**config.mk**
```make
export PLATFORM = sky130hd
export DESIGN_NAME = pio_port
export DESIGN_NICKNAME = d
export VERILOG_FILES = /design/src/logic/pio_pkg.sv /design/src/logic/pio_cell.sv /design/src/logic/pio_wb_slave.sv /design/src/logic/pio_port.sv
export VERILOG_INCLUDE_DIRS = /design/src /design/src/logic
export SDC_FILE = /design/constraint.sdc
export NUM_CORES = 1
export LEC_CHECK = 0
export BUFFER_PORTS_ARGS = -buffer_cell sky130_fd_sc_hd__buf_2
export CAP_MARGIN = 30
export CORE_AREA = 5 5 226 228
export DETAILED_ROUTE_END_ITERATION = 10
export DIE_AREA = 0 0 231 233
export PLACE_DENSITY = 0.64
export SLEW_MARGIN = 30
export SYNTH_ARGS = -nofsm -noshare
export SYNTH_HDL_FRONTEND = slang
export SYNTH_SLANG_ARGS = --single-unit
```
**constraint.sdc**
```tcl
create_clock -name clk_i -period 3.5 [get_ports clk_i]
set_input_delay 0.175 -clock clk_i [delete_from_list [all_inputs] [get_ports clk_i]]
set_output_delay 0.175 -clock clk_i [all_outputs]
set_load 0.1 [all_outputs]
```
**src/logic/pio_defines.svh**
```systemverilog
`ifndef PIO_DEFINES_SVH
`define PIO_DEFINES_SVH

`define PIO_NPINS 53
`define PIO_NPORTS 8
// register byte offsets, one group of eight ports per field kind
`define PIO_OFS_LATCH 8'h00
`define PIO_OFS_ADSEL 8'h20
`define PIO_OFS_MODE 8'h40
`define PIO_OFS_SKIP 8'h60
`define PIO_OFS_DRV 8'h80
`define PIO_OFS_GCTL 8'ha0
// reset values
`define PIO_RST_LATCH 8'hff
`define PIO_RST_ADSEL 8'hff
`define PIO_RST_MODE 8'h00
`define PIO_RST_SKIP 8'h00
`define PIO_RST_DRV 8'h00
`define PIO_GCTL_PUD_BIT 0
// fixed function pin indices (port*8+bit); the debug pin is always digital
`define PIO_PIN_VREF 6'd0
`define PIO_PIN_ANALOG_GROUND_REFERENCE 6'd1
`define PIO_PIN_XIN 6'd2
`define PIO_PIN_XOUT 6'd3
`define PIO_PIN_IREF 6'd7
`define PIO_PIN_PCNT0 6'd8
`define PIO_PIN_PCNT1 6'd9
`define PIO_PIN_DBG 6'd52
`define PIO_XBAR_LAST 6'd22
`define PIO_MUX_A_LAST 6'd7
`define PIO_MUX_B_FIRST 6'd12
`define PIO_MUX_B_LAST 6'd19
`define PIO_LCD_FIRST 6'd20
`define PIO_LCD_LAST 6'd55
`endif

```
**src/logic/pio_pkg.sv**
```systemverilog
package pio_pkg;
  typedef enum logic [1:0] {
    PIO_FIELD_LATCH = 2'h0,
    PIO_FIELD_ADSEL = 2'h1,
    PIO_FIELD_MODE = 2'h2,
    PIO_FIELD_SKIP = 2'h3
  } pio_field_t;
  typedef enum logic [1:0] {
    PIO_BUS_IDLE = 2'b00,
    PIO_BUS_ACK = 2'b01
  } pio_bus_state_t;
endpackage

```
**src/logic/pio_cell.sv**
```systemverilog
`timescale 1ns/1ps
// one pad cell: driver, pull-up and receiver
module pio_cell (
  input wire logic latch_i,
  input wire logic digital_i,
  input wire logic push_pull_i,
  input wire logic pud_i,
  input wire logic pad_i,
  output logic pad_o,
  output logic pad_oe_o,
  output logic pullup_o,
  output logic read_o
);
  logic drive_low;
  assign drive_low = digital_i && !latch_i;
  assign pad_oe_o = drive_low || (digital_i && push_pull_i);
  assign pad_o = latch_i;
  // pull-up when floating; global off; analog off
  assign pullup_o = digital_i && !pud_i && !pad_oe_o;
  // pad level read; analog reads zero
  assign read_o = digital_i && pad_i;
endmodule

```
**src/logic/pio_wb_slave.sv**
```systemverilog
`timescale 1ns/1ps
// classic wishbone handshake: one-cycle ack, blocks back-to-back re-ack
module pio_wb_slave (
  input wire logic clk_i,
  input wire logic rst_i,
  input wire logic cyc_i,
  input wire logic stb_i,
  output logic ack_o,
  output logic take_o
);
  pio_pkg::pio_bus_state_t st_q;
  assign take_o = cyc_i && stb_i && (st_q == pio_pkg::PIO_BUS_IDLE);
  assign ack_o = (st_q == pio_pkg::PIO_BUS_ACK);
  // ack one cycle after request, then drop
  always_ff @(posedge clk_i) begin
    if (rst_i) begin
      st_q <= pio_pkg::PIO_BUS_IDLE;
    end else begin
      case (st_q)
        pio_pkg::PIO_BUS_IDLE: st_q <= take_o ? pio_pkg::PIO_BUS_ACK : pio_pkg::PIO_BUS_IDLE;
        pio_pkg::PIO_BUS_ACK: st_q <= pio_pkg::PIO_BUS_IDLE;
        default: st_q <= pio_pkg::PIO_BUS_IDLE;
      endcase
    end
  end
endmodule

```
**src/logic/pio_port.sv**
```systemverilog
// The register offsets and the Wishbone slave port were chosen for this implementation.
`timescale 1ns/1ps
`include "pio_defines.svh"
// 53-pin port block with wishbone registers
module pio_port (
  input wire logic clk_i,
  input wire logic rst_i,
  input wire logic wb_cyc_i,
  input wire logic wb_stb_i,
  input wire logic wb_we_i,
  input wire logic [7:0] wb_adr_i,
  input wire logic [3:0] wb_sel_i,
  input wire logic [31:0] wb_dat_i,
  output logic [31:0] wb_dat_o,
  output logic wb_ack_o,
  input wire logic [63:0] pad_i,
  output logic [63:0] pad_o,
  output logic [63:0] pad_oe_o,
  output logic [63:0] pullup_o,
  output logic [63:0] drive_high_o,
  output logic [63:0] analog_en_o,
  output logic [63:0] xbar_avail_o,
  output logic [63:0] pin_read_o
);
  logic [63:0] latch_q;
  logic [63:0] adsel_q;
  logic [63:0] mode_q;
  logic [63:0] skip_q;
  logic [63:0] drv_q;
  logic pud_q;
  logic [63:0] valid_pin;
  logic [63:0] digital;
  logic [63:0] read_raw;
  logic [63:0] oe_raw;
  logic [63:0] o_raw;
  logic [63:0] pu_raw;
  logic take;
  logic wr;
  logic [2:0] port_sel;
  logic [7:0] grp;
  logic [31:0] rd_d;
  logic [31:0] rd_q;
  logic [7:0] rd_byte;

  pio_wb_slave u_bus (
    .clk_i(clk_i),
    .rst_i(rst_i),
    .cyc_i(wb_cyc_i),
    .stb_i(wb_stb_i),
    .ack_o(wb_ack_o),
    .take_o(take)
  );

  // byte lane 0 carries the port byte; write lands on the acknowledging edge,
  // so a master that drops the cycle before ack leaves the registers untouched
  assign wr = wb_ack_o && wb_cyc_i && wb_stb_i && wb_we_i && wb_sel_i[0];
  assign port_sel = wb_adr_i[4:2];
  assign grp = {wb_adr_i[7:5], 5'h00};

  genvar i;
  generate
    for (i = 0; i < 64; i = i + 1) begin : g_pin
      assign valid_pin[i] = (i < `PIO_NPINS);
      assign digital[i] = valid_pin[i] && (adsel_q[i] || (i == `PIO_PIN_DBG));
      pio_cell u_cell (
        .latch_i(latch_q[i]),
        .digital_i(digital[i]),
        .push_pull_i(mode_q[i]),
        .pud_i(pud_q),
        .pad_i(pad_i[i]),
        .pad_o(o_raw[i]),
        .pad_oe_o(oe_raw[i]),
        .pullup_o(pu_raw[i]),
        .read_o(read_raw[i])
      );
      assign pad_o[i] = o_raw[i];
      assign pad_oe_o[i] = oe_raw[i];
      assign pullup_o[i] = pu_raw[i];
      assign drive_high_o[i] = valid_pin[i] && drv_q[i];
      // analog path on select 0, except pin 52 (debug) which is always digital
      assign analog_en_o[i] = valid_pin[i] && !digital[i];
      // skipped pins withheld; low range only
      assign xbar_avail_o[i] = (i <= `PIO_XBAR_LAST) && !skip_q[i];
      assign pin_read_o[i] = read_raw[i];
    end
  endgenerate

  always_ff @(posedge clk_i) begin
    if (rst_i) begin
      latch_q <= {8{`PIO_RST_LATCH}};
    end else if (wr && grp == `PIO_OFS_LATCH) begin
      latch_q[port_sel*8 +: 8] <= wb_dat_i[7:0];
    end
  end

  always_ff @(posedge clk_i) begin
    if (rst_i) begin
      adsel_q <= {8{`PIO_RST_ADSEL}};
    end else if (wr && grp == `PIO_OFS_ADSEL) begin
      adsel_q[port_sel*8 +: 8] <= wb_dat_i[7:0];
    end
  end

  // open-drain with latch high is high-z
  always_ff @(posedge clk_i) begin
    if (rst_i) begin
      mode_q <= {8{`PIO_RST_MODE}};
    end else if (wr && grp == `PIO_OFS_MODE) begin
      mode_q[port_sel*8 +: 8] <= wb_dat_i[7:0];
    end
  end

  always_ff @(posedge clk_i) begin
    if (rst_i) begin
      skip_q <= {8{`PIO_RST_SKIP}};
    end else if (wr && grp == `PIO_OFS_SKIP) begin
      skip_q[port_sel*8 +: 8] <= wb_dat_i[7:0];
    end
  end

  always_ff @(posedge clk_i) begin
    if (rst_i) begin
      drv_q <= {8{`PIO_RST_DRV}};
    end else if (wr && grp == `PIO_OFS_DRV) begin
      drv_q[port_sel*8 +: 8] <= wb_dat_i[7:0];
    end
  end

  always_ff @(posedge clk_i) begin
    if (rst_i) begin
      pud_q <= 1'b0;
    end else if (wr && wb_adr_i == `PIO_OFS_GCTL) begin
      pud_q <= wb_dat_i[`PIO_GCTL_PUD_BIT];
    end
  end

  // read mux: bits of absent pins read zero
  always_comb begin
    rd_byte = 8'h00;
    case (grp)
      `PIO_OFS_LATCH: rd_byte = pin_read_o[port_sel*8 +: 8];
      `PIO_OFS_ADSEL: rd_byte = adsel_q[port_sel*8 +: 8] & valid_pin[port_sel*8 +: 8];
      `PIO_OFS_MODE: rd_byte = mode_q[port_sel*8 +: 8] & valid_pin[port_sel*8 +: 8];
      `PIO_OFS_SKIP: rd_byte = skip_q[port_sel*8 +: 8] & valid_pin[port_sel*8 +: 8];
      `PIO_OFS_DRV: rd_byte = drv_q[port_sel*8 +: 8] & valid_pin[port_sel*8 +: 8];
      `PIO_OFS_GCTL: rd_byte = (port_sel == 3'h0) ? {7'h00, pud_q} : 8'h00;
      default: rd_byte = 8'h00;
    endcase
    rd_d = {24'h000000, rd_byte};
  end

  // read data registered with the ack
  always_ff @(posedge clk_i) begin
    if (rst_i) begin
      rd_q <= 32'h00000000;
    end else if (take) begin
      rd_q <= rd_d;
    end
  end
  assign wb_dat_o = rd_q;
endmodule

```
==> results of run 1 <==
-- worst paths after layout --
| check | from | to | slack (ns) | depth (start not counted) |
|---|---|---|---|---|
| setup / recovery | u_bus.st_q[0]$_SDFF_PP0_ | latch_q[23]$_SDFFE_PP1P_ | 1.0 | 6 |
| hold reg to reg | latch_q[62]$_SDFFE_PP1P_ | latch_q[62]$_SDFFE_PP1P_ | 0.46 | 1 |
| setup reg to reg | u_bus.st_q[0]$_SDFF_PP0_ | latch_q[23]$_SDFFE_PP1P_ | 1.0 | 6 |
| hold / removal | wb_dat_i[4] | skip_q[4]$_SDFFE_PP0P_ | 0.09 | 3 |
-- stage by stage --
stage	hold WS (ns)	power, uW
floorplan	0.386	5000
global placement	0.447	5210
detailed placement	0.448	5220
CTS	0.0630	9420
global route	0.0981	9620
finish	0.0895	9390
-- metal layers --
layer  global-route usage (%)  vias to the layer above  part of all wire (%)
met5                        0                        -                 0.052
met4                     11.2                        6                   4.6
li1                         -                     7554                     -
met1                     33.9                     8074                    39
met2                     45.9                      890                    47
met3                     7.71                      183                   9.4
-- state kept, by name (all words and copies together), names as in the netlist --
signal and flops:
latch_q 64, adsel_q 58, drv_q 58, mode_q 58, skip_q 58, wb_dat_o 8, pud_q 1, u_bus.st_q 1
-- critical path: cells and delay by family (launching register included) --
| family | cells | cell delay [ns] |
|---|---|---|
| and+or+nand+nor | 4 | 1.48 |
| AOI/OAI and AO/OA | 1 | 0.44 |
| DFF | 1 | 0.31 |
| buffers and inverters | 1 | 0.15 |
-- cells by family after synthesis --
logic type | share of synthesized area, %
adder cells (fa/ha/maj) | 0.201
XOR/XNOR | 0.0873
multiplexers | 10.0
AND/OR/NAND/NOR | 18.8
AO/OA/AOI/OAI | 15.9
flip-flops | 32.9
buffers and inverters | 22.2
other | 0.0201
-- cells in the mapped netlist, drive strengths merged, types with 15 or more instances --
cell,number,area share [%]
mux2i,145,7.8
nor4b,39,1.9
nor4bb,17,0.91
o21ai,54,1.4
a21oi,147,3.9
a211o,122,5.7
inv,132,2.7
a221oi,27,1.3
nor2,375,7.8
and2,55,1.8
and3,15,0.50
nor3,31,1.1
nand3,36,1.0
nand2,102,2.1
clkbuf,94,1.9
buf,453,18
mux2,15,0.91
dfxtp,306,33
o221ai,15,0.70
-- power groups by stage --
stage / Combinational, uW / Sequential [uW] / Clock [uW]
after floorplan: 1380 / 3630 / 0
after global placement: 1640 / 3580 / 0
after detailed placement: 1640 / 3580 / 0
after CTS: 1640 / 3500 / 4270
after global routing: 1700 / 3500 / 4420
final: 1660 / 3500 / 4220
-- final cells by class --
type	instances	area [um^2]
Fill cell	4923	28400
Multi-Input combinational cell	1439	8850
Sequential cell	306	6130
Timing Repair Buffer	489	2670
Clock buffer	55	1150
Tap cell	622	778
Inverter	133	499
Clock inverter	13	185
Antenna cell	1	2.50
==> results_dict.tcl, run 1 <==
set metrics [dict create \
    p_leak_uw 0.00893 \
    power_frac_seq_pct 37.3 \
    worst_pin_slew_ns 0.997 \
    avgRoutedWirePerCell_um 25.8 \
    seq_area_frac_synth_pct 32.9 \
    root_buffer "clkbuf_16" \
    synth_edf_count 0 \
    drv_cap 0 \
    antenna_found_initial 11 \
    gp_congestion 0.919 \
    finalSetupTns_ns 0 \
    fp-row-count 81 \
    nets 2523 \
    critPathRequiredTime_ns 3.95 \
    syn_area_um2 18600 \
    clock-sinks 306 \
    finalHoldViolations 0 \
    startpoint_type "register" \
    numCtsBuffers 38 \
    syn_inst 2305 \
    ant_nets 0 \
    synth_warnings 0 \
    via_per_inst 5.46 \
    layoutNonFillerInstCount 3058 \
    area_delta_synth_final_pct 8.64 \
    path_class "reg -> reg" \
    synth_seq_cells 306 \
    firstDrtPassIters 6 \
    yosysUniqueCellTypes 72 \
    insertion_delay_ns 0.56 \
    slowest_stage "nand2_1" \
    end_kind "register" \
    synth.avg_cell_area_um2 8.09 \
    dp_cells 2989 \
    synth_ff_type "dfxtp_1" \
    cts_post_setup_buffers_inserted 0 \
    num_vias 16707 \
    die_w_um 231 \
    grt_pass1_vias 15882 \
    dp_hpwl_um 60200 \
    relSlewSlack_pct 33.6 \
    share_comb_of_total_power_pct 17.7 \
    pre_cts_ws_ns 0.521 \
    grt-ovfl-total 0 \
    ys_async_sr_fraction_pct 0 \
    status "completed" \
    power.density_nw_per_um2 463 \
    ctsHoldBuffers 0 \
    grt_pass1_wl_um 111000 \
    switchingPower_uw 3080 \
    peakVddDrop_mv 0.285 \
    crit_fanout 16 \
    power.share.clock_pct 45.0 \
    min_period_over_period_pct 71.5 \
    rsz0062_at_grt "false" \
    ctsResizeCount 0 \
    clock_skew_ns 0.0134 \
    drc 0 \
    cp_data_arrival_time_ns 2.95 \
    mostFrequentLayoutCell "buf_2" \
    p_int_uw 6300 \
    drive_gt1_share_pct 25.0 \
    htreeDepth 2 \
    final_util_pct 41.6 \
    num_io_pins 594 \
    cts_buffer_depth 3 \
    port_buffers 434 \
    period_minus_slack_ns 2.50 \
    crit_chain "buf_4 > nand3_2 > or2_1 > nor2_4 > nand2_1 > a211o_1" \
    cts.clk_slew.worst_paths_ns 0.06 \
    maxSlewViolCount 0 \
    setup_violations 0 \
    track_usage_pct 27.6 \
    fmax_mhz 399 \
    cts_tree "built" \
    core_area_um2 48600 \
    fin_ws_ns 0.997 \
    swShare_pct 32.9 \
    final_cell_mix "buf_2 (432), nor2_1 (367), dfxtp_1 (305), a21oi_1 (147), mux2i_1 (145)" \
    drt_iter0_markers 1555 \
    hp-class "in -> reg" \
    routed_wl_um 78800 \
    slowest_delay_ns 0.53 \
    start_util_pct 38.3 \
    fin_area_um2 20300 \
    die_area_um2 53800 \
    placed_area_um2 18900 \
    grt_start_max_net_pins 164 \
    fp.dieH_um 233 \
]
Power figures use the tool's default switching activity.
==> inputs of run 2 (changes only) <==
--- a/config.mk
+++ b/config.mk
@@ -8,9 +8,9 @@
 export LEC_CHECK = 0
 export BUFFER_PORTS_ARGS = -buffer_cell sky130_fd_sc_hd__buf_2
 export CAP_MARGIN = 30
-export CORE_AREA = 5 5 226 228
+export CORE_AREA = 5 5 231 233
 export DETAILED_ROUTE_END_ITERATION = 10
-export DIE_AREA = 0 0 231 233
+export DIE_AREA = 0 0 236 238
 export PLACE_DENSITY = 0.64
 export SLEW_MARGIN = 30
 export SYNTH_ARGS = -nofsm -noshare
==> constraint.sdc (replaced) <==
create_clock -name clk_i -period 2.2 [get_ports clk_i]
set_input_delay 0.11 -clock clk_i [delete_from_list [all_inputs] [get_ports clk_i]]
set_output_delay 0.11 -clock clk_i [all_outputs]
set_load 0.1 [all_outputs]
==> run 2 against run 1 <==
Combinational power up 69%. Clock-buffer cell count down 5. Core utilization up 0.40 points. Power up 51%. Critical path depth down 3. Register-to-register slack worse by 0.92 ns. Worst hold slack worse by 0.058 ns. Largest power group unchanged.
==> results_dict.tcl, run 2 (synthesis gave the netlist of run 1 again) <==
set metrics [dict create \
    firstDrtPassIters 5 \
    crit_chain "buf_4 > nor4bb_1 > buf_4" \
    slowest_stage "dfxtp_4" \
    hp-class "in -> reg" \
    critPathRequiredTime_ns 2.09 \
    avgRoutedWirePerCell_um 25.4 \
    regToRegSetupSlack_ns 0.08 \
    fill_cells 5123 \
    clock-sinks 306 \
    min_period_over_period_pct 98.3 \
    maxSlewViolCount 0 \
    final_cell_mix "buf_2 (388), nor2_1 (362), dfxtp_1 (303), a21oi_1 (147), buf_4 (147)" \
    drc 0 \
    numCtsBuffers 37 \
    layoutNonFillerInstCount 3207 \
    relSlewSlack_pct 44.4 \
    grt_start_max_net_pins 155 \
    core_area_um2 51000 \
    largest_register_ff_count 64 \
    cts_buffer_depth 3 \
    fp.dieH_um 238 \
    power.density_nw_per_um2 661 \
    min_delay_worst_endpoint "drv_q[35]$_SDFFE_PP0P_" \
    num_io_pins 594 \
    insertion_delay_ns 0.55 \
    routed_wl_um 81400 \
    crit_fanout 20 \
    start_util_pct 36.6 \
    cts.clk_slew.worst_paths_ns 0.06 \
    r2r_end "adsel_q[4]$_SDFFE_PP1P_" \
    cp_data_arrival_time_ns 2.05 \
    gp_congestion 0.974 \
    fp-row-count 83 \
    status "completed" \
    min_from "wb_dat_i[3]" \
    fmax_mhz 462 \
    clock_skew_ns 0.0193 \
    drv_cap 0 \
    grt_pass1_wl_um 114000 \
    num_vias 17179 \
    total_power_uw 14200 \
    grt_pass1_vias 16357 \
    mostFrequentLayoutCell "buf_2" \
    die_w_um 236 \
    finalHoldViolations 0 \
    nets 2622 \
    worstReg2RegStart "u_bus.st_q[0]$_SDFF_PP0_" \
    via_per_inst 5.36 \
    setup_violations 0 \
    dp_hpwl_um 63800 \
    end_kind "output port" \
    area_delta_synth_final_pct 15.0 \
    holdPathStages 3 \
    dp_cells 3145 \
    track_usage_pct 27.0 \
    grt-ovfl-total 0 \
    drt_iter0_markers 1629 \
    cts_post_setup_buffers_inserted 0 \
    ant_nets 0 \
    p_leak_uw 0.00960 \
    antenna_found_initial 9 \
    startpoint_type "register" \
    die_area_um2 56200 \
    drive_gt1_share_pct 28.7 \
    cts_tree "built" \
    max_flop_register "latch_q" \
    peakVddDrop_mv 0.368 \
    htreeDepth 2 \
    root_buffer "clkbuf_16" \
    slowest_delay_ns 0.46 \
    path_class "reg -> out" \
    port_buffers 434 \
    rr_worst_depth 8 \
    worst_pin_slew_ns 0.833 \
    crit_top_cell "buf_4" \
    period_minus_slack_ns 2.16 \
]
[run 2: changes by cell type in the layout (fill, tap and decap cells not counted), sizes merged]
cell         delta
clkinvlp        -3
buf            +77
dlygate4sd3     +2
clkbuf         +16
clkinv          +3
bufinv          -4
[run 2: worst max-delay path by stage]
stage	from	endpoint	slack [ns]
finish	pud_q$_SDFFE_PP0P_	pullup_o[46]	0.04
global route	pud_q$_SDFFE_PP0P_	pullup_o[39]	-0.04
CTS	pud_q$_SDFFE_PP0P_	pullup_o[39]	0.0008
detailed placement	wb_adr_i[3]	adsel_q[34]$_SDFFE_PP1P_	-0.03
global placement	wb_adr_i[3]	adsel_q[36]$_SDFFE_PP1P_	0.03
floorplan	wb_adr_i[2]	adsel_q[24]$_SDFFE_PP1P_	-0.13
[run 2: timing repair]
action                                  4_1_cts  5_1_grt
endpoints found under the hold margin        26        0
endpoints found under the setup margin       35       27
resized for setup                            12       32
hold buffers                                  2        0
[run 2: routing by layer]
layer | part of all wire [%] | wire length (um) | GRT usage, % | vias to the layer above
li1 | - | - | - | 7764
met1 | 40 | 32600 | 34.2 | 8341
met2 | 47 | 38200 | 45.2 | 913
met3 | 9.3 | 7570 | 6.98 | 151
met4 | 3.7 | 3020 | 9.04 | 10
met5 | 0.081 | 66 | 0 | -
[run 2: area by class of cell]
cell class	count	area (um^2)	share of cell area, %
Tap cell	680	851	3.97
Inverter	133	512	2.39
Clock buffer	50	1050	4.92
Timing Repair Buffer	589	3840	17.9
Multi-Input combinational cell	1439	8990	42.0
Antenna cell	1	2.50	0.0117
Sequential cell	306	6130	28.6
Clock inverter	9	51.3	0.239
[run 2: power by group]
part	switching [uW]	total, uW	internal [uW]
clock	2470	5810	3330
combinational	2320	2800	482
sequential	13.7	5570	5550
[run 2: critical path, delay by kind of cell (launching register included)]
family                 cells  cell delay [ns]
DFF                        1             0.46
and+or+nand+nor            1             0.39
buffers and inverters      2             0.64
[run 2: metrics by stage]
stage	instance area, um^2	utilization [%]	hold slack (ns)	worst slack, ns	TNS [ns]
detailed placement	20200	39.6	0.445	-0.0329	-0.223
global route	21400	42.0	0.0213	-0.0439	-0.0439
global placement	20200	39.6	0.442	0.0339	0
floorplan	19400	-	0.321	-0.130	-9.41
CTS	21400	41.9	0.000203	0.000785	0
finish	21400	42.0	0.0315	0.0372	0
==> inputs of run 3 (changes only) <==
--- a/config.mk
+++ b/config.mk
@@ -8,11 +8,12 @@
 export LEC_CHECK = 0
 export BUFFER_PORTS_ARGS = -buffer_cell sky130_fd_sc_hd__buf_2
 export CAP_MARGIN = 30
-export CORE_AREA = 5 5 231 233
+export CORE_AREA = 5 5 226 228
 export DETAILED_ROUTE_END_ITERATION = 10
-export DIE_AREA = 0 0 236 238
-export PLACE_DENSITY = 0.64
+export DIE_AREA = 0 0 231 233
+export PLACE_DENSITY = 0.65
 export SLEW_MARGIN = 30
 export SYNTH_ARGS = -nofsm -noshare
 export SYNTH_HDL_FRONTEND = slang
+export SYNTH_HIERARCHICAL = 1
 export SYNTH_SLANG_ARGS = --single-unit
==> run 3 against run 2 <==
The run now ends with slew limit left. Worst hold slack lost 0.0025 ns. Via count grew 5.9%. First-iteration DRC count is 0.86% lower. Highest routed layer unchanged.
==> results_dict.tcl, run 3 <==
set metrics [dict create \
    dp_hpwl_um 66700 \
    via_per_inst 5.50 \
    status "complete, but fails checks" \
    synth_ff_type "dfxtp_1" \
    firstDrtPassIters 6 \
    multi_input_area_um2 9640 \
    mostFrequentLayoutCell "buf_2" \
    avgRoutedWirePerCell_um 26.2 \
    fill_cells 4869 \
    hp-class "in -> reg" \
    synth_edf_count 0 \
    drv_cap 0 \
    ys_async_sr_fraction_pct 0 \
    numCtsBuffers 37 \
    drive_gt1_share_pct 30.1 \
    track_usage_pct 30.3 \
    htreeDepth 2 \
    core_area_um2 48600 \
    min_period_over_period_pct 98.6 \
    finalSetupTns_ns 0 \
    path_class "reg -> out" \
    gp_congestion 0.980 \
    yosysTopAreaCell "dfxtp_1" \
    syn_inst 2263 \
    syn_area_um2 18000 \
    rsz0062_at_grt "false" \
    ant_nets 0 \
    synth_top_area_share_pct 34.8 \
    crit_fanout 5 \
    setup_violations 0 \
    die_w_um 231 \
    synthTopCellsByCount "nand2_1 (391), dfxtp_1 (312), buf_4 (210), a21oi_1 (199), nor2_1 (168)" \
    antenna_found_initial 10 \
    slowest_stage "dfxtp_1" \
    startpoint_type "register" \
    layoutNonFillerInstCount 3306 \
    start_util_pct 36.9 \
    crit_chain "buf_4 > a21boi_1 > buf_2" \
    insertion_delay_ns 0.55 \
    grt_pass1_wl_um 121000 \
    fmax_mhz 461 \
    finalHoldViolations 0 \
    total_power_uw 15100 \
    dp_cells 3233 \
    num_vias 18196 \
    relSlewSlack_pct -111 \
    end_kind "output port" \
    port_buffers 445 \
    synth_warnings 6 \
    regToRegSetupSlack_ns 0.15 \
    peakVddDrop_mv 0.410 \
    num_io_pins 594 \
    grt-ovfl-total 0 \
    fp.dieH_um 233 \
    violations "slew limit" \
    drc 0 \
    synth.area.top_cells "dfxtp_1 (35%), buf_4 (8.8%), nand2_1 (8.2%), a21oi_1 (5.5%), a211o_1 (5.2%)" \
    maxSlewViolCount 11 \
    slowest_delay_ns 0.58 \
    cts_post_setup_buffers_inserted 0 \
    fp-row-count 81 \
    final_cell_mix "buf_2 (439), nand2_1 (380), dfxtp_1 (310), a21oi_1 (199), nor2_1 (166)" \
    synth_seq_cells 312 \
    root_buffer "clkbuf_16" \
    die_area_um2 53800 \
    grt_pass1_vias 17415 \
    seqCellArea_um2 6250 \
    p_leak_uw 0.00909 \
    largestRegisters "latch_q: 64 flops, mode_q: 64 flops" \
    cts_tree "built" \
    drt_iter0_markers 1615 \
    clock_skew_ns 0.0211 \
    cts_buffer_depth 3 \
    grt_start_max_net_pins 195 \
    critPathRequiredTime_ns 2.09 \
    worst_pin_slew_ns 3.14 \
    yosysUniqueCellTypes 62 \
    seq_area_frac_synth_pct 34.8 \
    area_delta_synth_final_pct 22.2 \
    clock-sinks 312 \
    synth.avg_cell_area_um2 7.93 \
    cp_data_arrival_time_ns 2.06 \
    routed_wl_um 86600 \
    cts.clk_slew.worst_paths_ns 0.06 \
    period_minus_slack_ns 2.17 \
    nets 2769 \
    synth.most_common_cell "nand2_1" \
    power.density_nw_per_um2 688 \
]
-- run 3: worst max-delay path, delay by kind of cell (launching register included) --
kind / cells / cell delay [ns]
AO/OA/AOI/OAI: 1 / 0.21
buffers and inverters: 2 / 0.73
flip-flops: 1 / 0.58
-- run 3: through the flow --
| stage | instance area, um^2 | hold WS, ns | utilization [%] | setup slack, ns |
|---|---|---|---|---|
| 5_1_grt | 21900 | 0.0247 | 45.1 | 0.0132 |
| 4_1_cts | 21900 | 0.00217 | 45.1 | 0.00493 |
| 3_3_place_gp | 20500 | 0.416 | 42.2 | 0.0699 |
| 3_5_place_dp | 20500 | 0.412 | 42.2 | -0.0299 |
| 6_report | 21900 | 0.0291 | 45.1 | 0.0309 |
| 2_1_floorplan | 18600 | 0.301 | - | -0.0515 |
-- run 3: metal layers --
layer | vias up | track usage, % | part of all wire (%)
met3 | 170 | 6.27 | 8.4
met5 | - | 0 | 0.070
met2 | 948 | 51.5 | 48
li1 | 8260 | - | -
met1 | 8808 | 37.9 | 40
met4 | 10 | 11.0 | 4.0
-- run 3: final cells by class --
class | instances | share of cell area (%)
clock inverters | 15 | 1.09
flip-flops and latches | 312 | 28.5
clock buffers | 53 | 5.10
diodes | 4 | 0.0456
inverters | 145 | 2.49
well taps | 622 | 3.55
repair buffers | 572 | 15.3
multi-input cells | 1583 | 43.9
-- run 3: kinds of logic (layout without fill, tap and decap cells) --
group	Yosys count	count (layout)	share of synthesized area, %
multiplexers	88	88	6.46
flip-flops	312	312	34.8
other	2	128	0.0418
adder cells (fa/ha/maj)	5	5	0.348
buffers and inverters	490	785	14.9
AND/OR/NAND/NOR	837	837	23.8
AO/OA/AOI/OAI	529	529	19.7
-- run 3: worst paths after layout --
check | start | end | depth (start not counted)
worst max-delay path | adsel_q[31]$_SDFFE_PP1P_ | pad_oe_o[31] | 3
worst max register to register | u_bus/st_q[0]$_SDFF_PP0_ | skip_q[16]$_SDFFE_PP0P_ | 6
worst min-delay path | wb_cyc_i | u_bus/st_q[0]$_SDFF_PP0_ | 2
worst min register to register | skip_q[25]$_SDFFE_PP0P_ | skip_q[25]$_SDFFE_PP0P_ | 2
-- run 3: where the power goes --
group	switching [uW]	internal, uW
logic	2130	449
registers	7.03	5660
clock network	2590	4260
-- run 3: what timing repair did --
action / CTS / global route
hold endpoints to repair: 1 / 0
resized for setup: 3 / 1
setup endpoints to repair: 31 / 1
hold buffers: 1 / 0
cloned: 0 / 0
